==> src/core/dpo_pkg.sv <==
// Purpose: shared constants and types for the panel-side pixel output pair
// Assumes: 100 MHz core clock on both ends
// Notes:   word layouts are the only contract between capture and launch
package dpo_pkg;

  // ----------------------------------------------------------------
  // timing
  // ----------------------------------------------------------------
  localparam int CLK_NS          = 10;
  localparam int ONE_PIX_HALF_NS = 60;     // half output clock, one pixel per clock
  localparam int TWO_PIX_HALF_NS = 120;    // half output clock, two pixels per clock
  localparam int LINK_IDLE_NS    = 100000; // no enable toggle for this long: link idle
  localparam int ONE_PIX_HALF_CYC = (ONE_PIX_HALF_NS + CLK_NS - 1) / CLK_NS;
  localparam int TWO_PIX_HALF_CYC = (TWO_PIX_HALF_NS + CLK_NS - 1) / CLK_NS;
  localparam int LINK_IDLE_CYC    = LINK_IDLE_NS / CLK_NS;
  localparam int FIFO_DEPTH       = 8;

  // ----------------------------------------------------------------
  // raw lane sample: {enable, lane two, lane one, lane zero}
  // ----------------------------------------------------------------
  localparam int RAW_W      = 25;
  localparam int RAW_L0_LSB = 0;
  localparam int RAW_L1_LSB = 8;
  localparam int RAW_L2_LSB = 16;
  localparam int RAW_EN     = 24;

  // ----------------------------------------------------------------
  // buffered word: {en, hs, vs, c1, c2, c3, red, green, blue}
  // ----------------------------------------------------------------
  localparam int WORD_W  = 30;
  localparam int B_LSB   = 0;
  localparam int G_LSB   = 8;
  localparam int R_LSB   = 16;
  localparam int C3_BIT  = 24;
  localparam int C2_BIT  = 25;
  localparam int C1_BIT  = 26;
  localparam int VS_BIT  = 27;
  localparam int HS_BIT  = 28;
  localparam int VID_BIT = 29;
  localparam int PIX_W   = 24;
  localparam int CTL_W   = 5;
  localparam logic [CTL_W-1:0] CTL_RESET = 5'h00;

  typedef enum logic [2:0] {S_IDLE, S_SECOND, S_LAUNCH, S_LOW, S_HIGH} dpo_ostate_t;

endpackage

==> src/core/dpo_link_if.sv <==
// Purpose: panel-facing pins between receiver output end and panel end
// Assumes: both ends on their own 100 MHz clock
// Notes:   all signals are plain levels, no clocking block
`timescale 1ns/1ns
`default_nettype none
interface dpo_link_if;
  logic [23:0] even_pixel_bus;
  logic [23:0] odd_pixel_bus;
  logic        output_pixel_clock;
  logic        hsync;
  logic        vsync;
  logic        active_video_enable;
  logic        control_bit_one;
  logic        control_bit_two;
  logic        control_bit_three;
  logic        link_active_flag;
  logic        pixels_per_clock_select;
  logic        skew_outputs_n;
  logic        clock_edge_select;
  logic        output_power_gate;

  modport dev (
    output even_pixel_bus, odd_pixel_bus, output_pixel_clock, hsync, vsync,
    output active_video_enable, control_bit_one, control_bit_two,
    output control_bit_three, link_active_flag,
    input  pixels_per_clock_select, skew_outputs_n, clock_edge_select,
    input  output_power_gate
  );
  modport panel (
    input  even_pixel_bus, odd_pixel_bus, output_pixel_clock, hsync, vsync,
    input  active_video_enable, control_bit_one, control_bit_two,
    input  control_bit_three, link_active_flag,
    output pixels_per_clock_select, skew_outputs_n, clock_edge_select,
    output output_power_gate
  );
endinterface
`default_nettype wire

==> src/core/dpo_rx_out.sv <==
// Purpose: receiver output end: lane capture, 8-word buffer, pixel bus launch
// Assumes: lane data changes away from the rising edge of clock_lane_input
// Notes:   output clock is gapped: it only runs while buffered pixels exist
`timescale 1ns/1ns
`default_nettype none

// ------------------------------------------------------------------
// synchronous fifo, depth must be a power of two
// ------------------------------------------------------------------
module dpo_fifo #(
  parameter int W     = 30,
  parameter int DEPTH = 8
) (
  // clock and reset
  input  wire logic         clock,
  input  wire logic         rstn,
  input  wire logic         ce,
  // fill side
  input  wire logic         in_valid,
  output logic              in_ready,
  input  wire logic [W-1:0] in_data,
  // drain side
  output logic              out_valid,
  input  wire logic         out_ready,
  output logic [W-1:0]      out_data
);
  localparam int AW = $clog2(DEPTH);
  typedef struct packed {
    logic [DEPTH-1:0][W-1:0] mem;
    logic [AW:0]             wp;
    logic [AW:0]             rp;
  } dpo_fifo_st_t;
  dpo_fifo_st_t st_reg, st_next;

  // full when pointers differ only in the wrap bit
  assign in_ready  = !((st_reg.wp[AW] != st_reg.rp[AW]) &&
                       (st_reg.wp[AW-1:0] == st_reg.rp[AW-1:0]));
  assign out_valid = (st_reg.wp != st_reg.rp);
  assign out_data  = st_reg.mem[st_reg.rp[AW-1:0]];

  // pointer and storage update
  always_comb begin
    st_next = st_reg;
    if (in_valid && in_ready) begin
      st_next.mem[st_reg.wp[AW-1:0]] = in_data;
      st_next.wp = st_reg.wp + 1'b1;
    end
    if (out_valid && out_ready) begin
      st_next.rp = st_reg.rp + 1'b1;
    end
  end

  always_ff @(posedge clock or negedge rstn) begin
    if (!rstn) begin
      st_reg <= '0;
    end else if (ce) begin
      st_reg <= st_next;
    end
  end
endmodule

// Behaviour
// RULE1 - even bus red on bits 16-23
// RULE2 - two-pixel mode: odd pixel on odd bus
// RULE3 - one-pixel mode: odd bus held low
// RULE4 - bus outputs change with output pixel clock
// RULE5 - lane zero: blue, line/frame sync in blanking
// RULE6 - lane one: green, control bit one in blanking
// RULE7 - lane two: red, control bits two, three
// RULE8 - link flag high while enable keeps toggling
// RULE9 - board may tie link flag to power gate
// RULE10 - skew low in two-pixel mode: stagger buses
// RULE11 - skew high: even and odd together
// RULE12 - select high two pixels, low one pixel
// RULE13 - one-pixel mode: sequential on even bus, even first
// RULE14 - edge select high rising latch, low falling
// RULE15 - output clock one or two pixel times
// RULE16 - odd bus launched later within low phase
module dpo_rx_out #(
  parameter int HALF1     = dpo_pkg::ONE_PIX_HALF_CYC,
  parameter int HALF2     = dpo_pkg::TWO_PIX_HALF_CYC,
  parameter int IDLE_CYC  = dpo_pkg::LINK_IDLE_CYC,
  parameter int DEPTH     = dpo_pkg::FIFO_DEPTH
) (
  // clock, reset, enable
  input  wire logic       clock,
  input  wire logic       rstn,
  input  wire logic       ce,
  // decoded lanes from serial recovery
  input  wire logic       clock_lane_input,
  input  wire logic [7:0] lane_zero_input,
  input  wire logic [7:0] lane_one_input,
  input  wire logic [7:0] lane_two_input,
  input  wire logic       lane_enable_input,
  // status
  output logic            overflow,
  // panel pins
  dpo_link_if.dev         link
);
  localparam int IW = $clog2(IDLE_CYC + 1);
  localparam int W  = dpo_pkg::WORD_W;

  typedef struct packed {
    logic                           lclk_s1;
    logic                           lclk_s2;
    logic                           lclk_s3;
    logic [dpo_pkg::RAW_W-1:0]      raw_s1;
    logic [dpo_pkg::RAW_W-1:0]      raw_s2;
    logic [3:0]                     cfg_s1;
    logic [3:0]                     cfg_s2;
    logic                           en_last;
    logic [IW-1:0]                  idle_cnt;
    logic                           link_act;
    logic [dpo_pkg::CTL_W-1:0]      ctl_hold;
    logic                           cap_valid;
    logic [W-1:0]                   cap_word;
    logic                           ovf;
    dpo_pkg::dpo_ostate_t           ost;
    logic [7:0]                     cnt;
    logic [W-1:0]                   ev_word;
    logic [W-1:0]                   od_word;
    logic [23:0]                    even_bus;
    logic [23:0]                    odd_bus;
    logic [dpo_pkg::CTL_W:0]        sync_out;  // {en, hs, vs, c1, c2, c3}
    logic                           clk_out;
  } dpo_dev_st_t;
  dpo_dev_st_t st_reg, st_next;

  logic         f_ready;
  logic         f_valid;
  logic         f_pop;
  logic [W-1:0] f_data;

  // cfg bit order: {gate, edge, skew_n, two_pix}
  logic       two_pix;
  logic       skew_n;
  logic       edge_r;
  logic       gate;
  logic [7:0] half;
  assign two_pix = st_reg.cfg_s2[0]; // RULE12
  assign skew_n  = st_reg.cfg_s2[1];
  assign edge_r  = st_reg.cfg_s2[2];
  assign gate    = st_reg.cfg_s2[3];
  assign half    = two_pix ? 8'(HALF2) : 8'(HALF1); // RULE15

  // pixel field of a word, blanking words carry no pixel
  function automatic logic [23:0] pix_of(input logic [W-1:0] w);
    pix_of = w[dpo_pkg::VID_BIT] ? w[dpo_pkg::PIX_W-1:0] : 24'h000000;
  endfunction

  dpo_fifo #(
    .W     (W),
    .DEPTH (DEPTH)
  ) u_fifo (
    .clock     (clock),
    .rstn      (rstn),
    .ce        (ce),
    .in_valid  (st_reg.cap_valid),
    .in_ready  (f_ready),
    .in_data   (st_reg.cap_word),
    .out_valid (f_valid),
    .out_ready (f_pop),
    .out_data  (f_data)
  );

  // pop once per pixel while idle or waiting for the odd half of a pair
  assign f_pop = f_valid && (st_reg.ost == dpo_pkg::S_IDLE || st_reg.ost == dpo_pkg::S_SECOND);

  // --------------------------------------------------------------
  // next state
  // --------------------------------------------------------------
  always_comb begin
    logic                    lane_edge;
    logic                    en_now;
    logic [dpo_pkg::RAW_W-1:0] r;
    logic [W-1:0]            w;
    lane_edge = 1'b0;
    en_now    = 1'b0;
    r         = '0;
    w         = '0;
    st_next   = st_reg;

    // pins pass two flops before use
    st_next.lclk_s1 = clock_lane_input;
    st_next.lclk_s2 = st_reg.lclk_s1;
    st_next.lclk_s3 = st_reg.lclk_s2;
    st_next.raw_s1  = {lane_enable_input, lane_two_input, lane_one_input, lane_zero_input};
    st_next.raw_s2  = st_reg.raw_s1;
    st_next.cfg_s1  = {link.output_power_gate, link.clock_edge_select,
                       link.skew_outputs_n, link.pixels_per_clock_select};
    st_next.cfg_s2  = st_reg.cfg_s1;

    // activity monitor: any enable change restarts the idle count
    r      = st_reg.raw_s2;
    en_now = r[dpo_pkg::RAW_EN];
    st_next.en_last = en_now;
    if (en_now != st_reg.en_last) begin
      st_next.idle_cnt = '0; // RULE8
      st_next.link_act = 1'b1;
    end else if (st_reg.idle_cnt == IW'(IDLE_CYC - 1)) begin
      st_next.link_act = 1'b0; // RULE8
    end else begin
      st_next.idle_cnt = st_reg.idle_cnt + 1'b1;
    end

    // capture one word per rising lane clock edge
    lane_edge = st_reg.lclk_s2 && !st_reg.lclk_s3;
    if (st_reg.cap_valid && f_ready) begin
      st_next.cap_valid = 1'b0;
    end
    if (lane_edge) begin
      w = '0;
      if (en_now) begin
        w[dpo_pkg::B_LSB +: 8] = r[dpo_pkg::RAW_L0_LSB +: 8]; // RULE5
        w[dpo_pkg::G_LSB +: 8] = r[dpo_pkg::RAW_L1_LSB +: 8]; // RULE6
        w[dpo_pkg::R_LSB +: 8] = r[dpo_pkg::RAW_L2_LSB +: 8]; // RULE7
      end else begin
        st_next.ctl_hold = {r[dpo_pkg::RAW_L0_LSB], r[dpo_pkg::RAW_L0_LSB + 1], // RULE5
                            r[dpo_pkg::RAW_L1_LSB],                             // RULE6
                            r[dpo_pkg::RAW_L2_LSB], r[dpo_pkg::RAW_L2_LSB + 1]}; // RULE7
      end
      w[dpo_pkg::C3_BIT:dpo_pkg::C3_BIT - 0] = st_next.ctl_hold[0];
      w[dpo_pkg::C2_BIT] = st_next.ctl_hold[1];
      w[dpo_pkg::C1_BIT] = st_next.ctl_hold[2];
      w[dpo_pkg::VS_BIT] = st_next.ctl_hold[3];
      w[dpo_pkg::HS_BIT] = st_next.ctl_hold[4];
      w[dpo_pkg::VID_BIT] = en_now;
      // a pending word not yet taken by the buffer is overwritten and flagged
      if (st_reg.cap_valid && !f_ready) begin
        st_next.ovf = 1'b1;
      end
      st_next.cap_word  = w;
      st_next.cap_valid = 1'b1;
    end

    // output launch sequencer
    case (st_reg.ost)
      dpo_pkg::S_IDLE: begin
        st_next.clk_out = edge_r; // parked at latch level
        st_next.odd_bus = two_pix ? st_reg.odd_bus : 24'h000000; // RULE3
        if (f_valid) begin
          st_next.ev_word = f_data; // RULE13
          st_next.od_word = '0;
          st_next.ost     = two_pix ? dpo_pkg::S_SECOND : dpo_pkg::S_LAUNCH;
        end
      end
      dpo_pkg::S_SECOND: begin
        if (f_valid) begin
          st_next.od_word = f_data;
          st_next.ost     = dpo_pkg::S_LAUNCH;
        end
      end
      dpo_pkg::S_LAUNCH: begin
        // launch edge is the opposite of the latch edge
        st_next.clk_out  = !edge_r; // RULE14
        st_next.cnt      = 8'h00;
        st_next.even_bus = gate ? pix_of(st_reg.ev_word) : 24'h000000; // RULE1 RULE4
        st_next.sync_out = gate ? st_reg.ev_word[W-1:dpo_pkg::PIX_W]
                                : {5'h00, st_reg.ev_word[dpo_pkg::C1_BIT]};
        if (!two_pix || !gate) begin
          st_next.odd_bus = 24'h000000; // RULE3
        end else if (skew_n) begin
          st_next.odd_bus = pix_of(st_reg.od_word); // RULE2 RULE11
        end
        st_next.ost = dpo_pkg::S_LOW;
      end
      dpo_pkg::S_LOW: begin
        st_next.cnt = st_reg.cnt + 8'h01;
        // staggered odd bus moves half/2 + 1 core cycles after the even bus
        if (two_pix && !skew_n && gate && st_reg.cnt == (half >> 1)) begin
          st_next.odd_bus = pix_of(st_reg.od_word); // RULE10 RULE16
        end
        if (st_reg.cnt == half - 8'h01) begin
          st_next.clk_out = edge_r; // RULE14
          st_next.cnt     = 8'h00;
          st_next.ost     = dpo_pkg::S_HIGH;
        end
      end
      dpo_pkg::S_HIGH: begin
        st_next.cnt = st_reg.cnt + 8'h01;
        if (st_reg.cnt == half - 8'h01) begin
          st_next.ost = dpo_pkg::S_IDLE;
        end
      end
      default: begin
        st_next.ost = dpo_pkg::S_IDLE;
      end
    endcase
  end

  always_ff @(posedge clock or negedge rstn) begin
    if (!rstn) begin
      st_reg     <= '0;
      st_reg.ost <= dpo_pkg::S_IDLE;
    end else if (ce) begin
      st_reg <= st_next;
    end
  end

  // --------------------------------------------------------------
  // pins
  // --------------------------------------------------------------
  assign link.even_pixel_bus      = st_reg.even_bus;
  assign link.odd_pixel_bus       = st_reg.odd_bus;
  assign link.output_pixel_clock  = st_reg.clk_out;
  assign link.active_video_enable = st_reg.sync_out[5];
  assign link.hsync               = st_reg.sync_out[4];
  assign link.vsync               = st_reg.sync_out[3];
  assign link.control_bit_one     = st_reg.sync_out[2];
  assign link.control_bit_two     = st_reg.sync_out[1];
  assign link.control_bit_three   = st_reg.sync_out[0];
  assign link.link_active_flag    = st_reg.link_act;
  assign overflow                 = st_reg.ovf;
endmodule
`default_nettype wire

==> src/flat_wrapper.sv <==
// flat-port wrapper written by rule: the top's interface ports become plain ports
module dpo_rx_out_flat 
#(
  parameter int HALF1     = dpo_pkg::ONE_PIX_HALF_CYC,
  parameter int HALF2     = dpo_pkg::TWO_PIX_HALF_CYC,
  parameter int IDLE_CYC  = dpo_pkg::LINK_IDLE_CYC,
  parameter int DEPTH     = dpo_pkg::FIFO_DEPTH
)
  (clock, rstn, ce, clock_lane_input, lane_zero_input, lane_one_input, lane_two_input, lane_enable_input, overflow, link_even_pixel_bus, link_odd_pixel_bus, link_output_pixel_clock, link_hsync, link_vsync, link_active_video_enable, link_control_bit_one, link_control_bit_two, link_control_bit_three, link_link_active_flag, link_pixels_per_clock_select, link_skew_outputs_n, link_clock_edge_select, link_output_power_gate);
  dpo_link_if link_i ();
  input  wire logic clock;
  input  wire logic rstn;
  input  wire logic ce;
  input  wire logic clock_lane_input;
  input  wire logic [7:0] lane_zero_input;
  input  wire logic [7:0] lane_one_input;
  input  wire logic [7:0] lane_two_input;
  input  wire logic lane_enable_input;
  output logic overflow;
  output wire logic [$bits(link_i.even_pixel_bus)-1:0] link_even_pixel_bus;
  output wire logic [$bits(link_i.odd_pixel_bus)-1:0] link_odd_pixel_bus;
  output wire logic [$bits(link_i.output_pixel_clock)-1:0] link_output_pixel_clock;
  output wire logic [$bits(link_i.hsync)-1:0] link_hsync;
  output wire logic [$bits(link_i.vsync)-1:0] link_vsync;
  output wire logic [$bits(link_i.active_video_enable)-1:0] link_active_video_enable;
  output wire logic [$bits(link_i.control_bit_one)-1:0] link_control_bit_one;
  output wire logic [$bits(link_i.control_bit_two)-1:0] link_control_bit_two;
  output wire logic [$bits(link_i.control_bit_three)-1:0] link_control_bit_three;
  output wire logic [$bits(link_i.link_active_flag)-1:0] link_link_active_flag;
  input wire logic [$bits(link_i.pixels_per_clock_select)-1:0] link_pixels_per_clock_select;
  input wire logic [$bits(link_i.skew_outputs_n)-1:0] link_skew_outputs_n;
  input wire logic [$bits(link_i.clock_edge_select)-1:0] link_clock_edge_select;
  input wire logic [$bits(link_i.output_power_gate)-1:0] link_output_power_gate;
  assign link_even_pixel_bus = link_i.even_pixel_bus;
  assign link_odd_pixel_bus = link_i.odd_pixel_bus;
  assign link_output_pixel_clock = link_i.output_pixel_clock;
  assign link_hsync = link_i.hsync;
  assign link_vsync = link_i.vsync;
  assign link_active_video_enable = link_i.active_video_enable;
  assign link_control_bit_one = link_i.control_bit_one;
  assign link_control_bit_two = link_i.control_bit_two;
  assign link_control_bit_three = link_i.control_bit_three;
  assign link_link_active_flag = link_i.link_active_flag;
  assign link_i.pixels_per_clock_select = link_pixels_per_clock_select;
  assign link_i.skew_outputs_n = link_skew_outputs_n;
  assign link_i.clock_edge_select = link_clock_edge_select;
  assign link_i.output_power_gate = link_output_power_gate;
  dpo_rx_out #(.HALF1(HALF1), .HALF2(HALF2), .IDLE_CYC(IDLE_CYC), .DEPTH(DEPTH)) u_core (.clock(clock), .rstn(rstn), .ce(ce), .clock_lane_input(clock_lane_input), .lane_zero_input(lane_zero_input), .lane_one_input(lane_one_input), .lane_two_input(lane_two_input), .lane_enable_input(lane_enable_input), .overflow(overflow), .link(link_i));
endmodule
==> config.mk <==
export PLATFORM = sky130hd
export DESIGN_NAME = dpo_rx_out_flat
export DESIGN_NICKNAME = d
export VERILOG_FILES = /design/src/core/dpo_pkg.sv /design/src/core/dpo_link_if.sv /design/src/core/dpo_rx_out.sv /design/src/flat_wrapper.sv
export SDC_FILE = /design/constraint.sdc
export NUM_CORES = 1
export LEC_CHECK = 0
export BUFFER_PORTS_ARGS = -buffer_cell sky130_fd_sc_hd__buf_2
export CORE_UTILIZATION = 60
export DETAILED_ROUTE_END_ITERATION = 8
export PLACE_DENSITY = 0.79
export SETUP_SLACK_MARGIN = 0.4
export SKIP_LAST_GASP = 1
export SLEW_MARGIN = 10
export SYNTH_ARGS = -nofsm -noshare
export SYNTH_HDL_FRONTEND = slang
export SYNTH_SLANG_ARGS = --single-unit
==> constraint.sdc <==
create_clock -name clock -period 2.5 [get_ports clock]
set_clock_uncertainty 0.2 [all_clocks]
set_input_delay 0 -clock clock [delete_from_list [all_inputs] [get_ports clock]]
set_output_delay 0 -clock clock [all_outputs]
set_load 0.05 [all_outputs]
==> results.json <==
{
  "final.min_clock_period_ns": 2.391,
  "grt_pass1_wl_um": 74420,
  "grtUsageMet2": 0.4311,
  "grt_usage": 0.2696,
  "yosysSeqAreaShare": 0.5831,
  "wl_per_cell_um": 24.89,
  "setup_viol": 0,
  "cts-root-buf": "clkbuf_16",
  "syn2layout_area_growth_pct": 26.82,
  "avgViaCountPerCell": 6.154,
  "arrival_ns": 2.63,
  "dpl_worst_slack_ns": 0.2146,
  "io_pins": 90,
  "setup_slack_ns": 0.1088,
  "dr.pass1.iters": 7,
  "dpl-instance-area_um2": 21630,
  "hold_class": "reg2reg",
  "cts_tree": "yes",
  "drc_errors": 0,
  "max_slew.worst_pin.slew_ns": 0.9690,
  "final_area_um2": 26020,
  "p_comb_frac": 0.344,
  "fin_cells": 2167,
  "ir_worst_vdd_v": 0.0008195,
  "switching_share": 0.3349,
  "post-route-period-util": 0.9565,
  "netSwitchingPower_mw": 10.15,
  "path_class": "reg2reg",
  "fillers": 1824,
  "core_area_um2": 33620,
  "initial_core_util": 0.6103,
  "hpwl_um": 25650,
  "routed_wl_um": 53930,
  "cts_max_level": 2,
  "finalSetupTns_ns": 0,
  "yosysWarnings": 0,
  "n_antenna_cell": 0,
  "whs_ns": 0.2761,
  "synthArstFlopShare": 1.000,
  "p_int_mw": 20.15,
  "grtUsageMet1": 0.3910,
  "grt_max_degree": 85,
  "start_kind": "register",
  "grt.overflow.total": 0,
  "relSlewSlack": 0.3540,
  "drv_slew": 0,
  "synth_largest_area_cell": "dfrtp_1",
  "synth_fp_nets": 1529,
  "clock_sinks": 478,
  "dieArea_um2": 34940,
  "dieWidth_um": 186.9,
  "rsz0062_at_grt": "yes",
  "power.leakage_nw": 12.14,
  "syn_inst": 1492,
  "hold_violations": 0,
  "grtUsageMet3": 0.04184,
  "ys.flop_type": "dfrtp_1",
  "power_density_nw_per_um2": 1165,
  "seqPwrFrac": 0.410,
  "grt_pass1_vias": 13272,
  "crit_required_ns": 2.74,
  "largest_reg_flops": 248,
  "endpoint_kind": "register",
  "first_iter_violations": 1220,
  "dp_cells": 1951,
  "reg2reg_slack_ns": 0.11,
  "antenna_found_initial": 0,
  "avgSynthCellArea_um2": 13.75,
  "busiest_layer": "met2",
  "ys_ff_latch": 478,
  "p_clk_frac": 0.246,
  "clkTransAtPathRegs_ns": 0.06,
  "insertion_delay_ns": 0.56,
  "row_count": 67,
  "ys_types": 47,
  "worstPathMaxFanout": 8,
  "vias": 13336,
  "synth_edf_count": 0,
  "nets": 1720,
  "io_buffers": 89,
  "drive_above_1_share": 0.4229,
  "synth_top_cell_area_share": 0.5831,
  "ctsLongestPathBuffers": 3,
  "netlist_area_um2": 20510,
  "numCtsBuffers": 48,
  "outcome": "finished, final reports clean",
  "synth_area_leaders": "dfrtp_1 (58%), mux2_2 (17%), mux4_2 (6.6%)",
  "drv_cap": 0,
  "place_congestion": 0.8055,
  "die_height_um": 186.9,
  "postRouteAntennaNets": 0,
  "fmax_mhz": 418.2
}
==> final cells by class <==
| class | count | area, µm² | area share |
|---|---|---|---|
| inverters | 31 | 116.4 | 0.004472 |
| repair buffers | 277 | 3022 | 0.1161 |
| multi-input cells | 847 | 8726 | 0.3354 |
| clock inverters | 13 | 165.2 | 0.006348 |
| clock buffers | 73 | 1456 | 0.05598 |
| well taps | 448 | 560.5 | 0.02154 |
| flip-flops and latches | 478 | 11970 | 0.4601 |
==> stage by stage <==
| step | utilization | total power [mW] |
|---|---|---|
| 2_1_floorplan | - | 17.53 |
| 3_3_place_gp | 0.6436 | 19.41 |
| 3_5_place_dp | 0.6436 | 19.85 |
| 4_1_cts | 0.7347 | 28.22 |
| 5_1_grt | 0.7740 | 31.41 |
| 6_report | 0.7740 | 30.30 |
==> cells in the final DEF (no fill, tap or decap), types with 25 or more instances in the layout <==
cell type / synthesis / layout
buf_12: 0 / 32
buf_2: 25 / 87
dlygate4sd3_1: 0 / 72
nand2_1: 126 / 122
mux4_2: 60 / 60
inv_1: 31 / 31
clkbuf_16: 0 / 64
a21oi_1: 38 / 32
mux2_2: 302 / 143
mux2_4: 0 / 166
o21ai_0: 69 / 59
buf_4: 58 / 39
dfrtp_1: 478 / 472
mux2i_1: 57 / 41
a22o_1: 25 / 25
nor2_1: 61 / 37
==> cell families (layout without fill, tap and decap cells) <==
logic type	after synthesis	in the layout	synth area share
AOI/OAI and AO/OA	152	152	0.04477
xor gates and xnor gates	27	27	0.01153
adders and majority gates	4	4	0.002440
buffers and inverters	167	394	0.04379
DFF	478	478	0.5831
muxes	426	426	0.2633
and+or+nand+nor	238	238	0.05111
==> worst max-delay path: stages, from the launching register on <==
cell and delay, ns:
dfrtp_2 0.45, xnor2_4 0.18, a41oi_4 0.30, nand2_4 0.12, nor3b_4 0.34, buf_6 0.19
clkbuf_16 0.18, mux2_4 0.31
==> power by group through the flow <==
stage / Clock (mW) / Sequential, mW / Combinational [mW]
after floorplan: 0 / 11.5 / 6.05
after CTS: 7.43 / 12.0 / 8.77
final: 7.45 / 12.4 / 10.4
after global routing: 7.85 / 12.6 / 10.9
after detailed placement: 0 / 12.1 / 7.79
after global placement: 0 / 11.9 / 7.54
==> cells in the mapped netlist (all sizes together), types with 6 or more instances <==
master	count
clkbuf	45
a21oi	39
nand4	11
nand2	126
nand3	14
mux2	309
mux4	60
xnor2	11
xor2	16
dfrtp	478
o21ai	69
buf	91
mux2i	57
and3	6
inv	31
nor2	61
a22o	25
==> what timing repair did <==
item,in CTS,in global routing
pin swaps,2,5
cloned,8,20
setup endpoints to repair,265,313
endpoints found under the hold margin,555,0
resized for setup,91,191
buffers inserted,14,16
hold buffers,72,0
==> path summary, 6_finish.rpt <==
| check | endpoint | depth (start not counted) | from |
|---|---|---|---|
| max in group asynchronous | u_core.link.odd_pixel_bus[6]$_DFFE_PN0P_ | 4 | rstn |
| min in group asynchronous | u_core.st_next[178]$_DFFE_PN0P_ | 3 | rstn |
| setup / recovery | u_core.u_fifo.st_reg[108]$_DFFE_PN0P_ | 7 | u_core.u_fifo.st_reg[2]$_DFFE_PN0P_ |
| hold reg to reg | u_core.link.control_bit_two$_DFFE_PN0P_ | 2 | u_core.link.control_bit_two$_DFFE_PN0P_ |
| hold / removal | u_core.link.control_bit_two$_DFFE_PN0P_ | 2 | u_core.link.control_bit_two$_DFFE_PN0P_ |
| setup reg to reg | u_core.u_fifo.st_reg[108]$_DFFE_PN0P_ | 7 | u_core.u_fifo.st_reg[2]$_DFFE_PN0P_ |
==> metal layers <==
metal / part of all wire / vias up
met5: 0 / -
met4: 0.038 / 0
met3: 0.066 / 153
met2: 0.49 / 616
met1: 0.40 / 6930
li1: - / 5637
(Power assumes the default switching activity.)
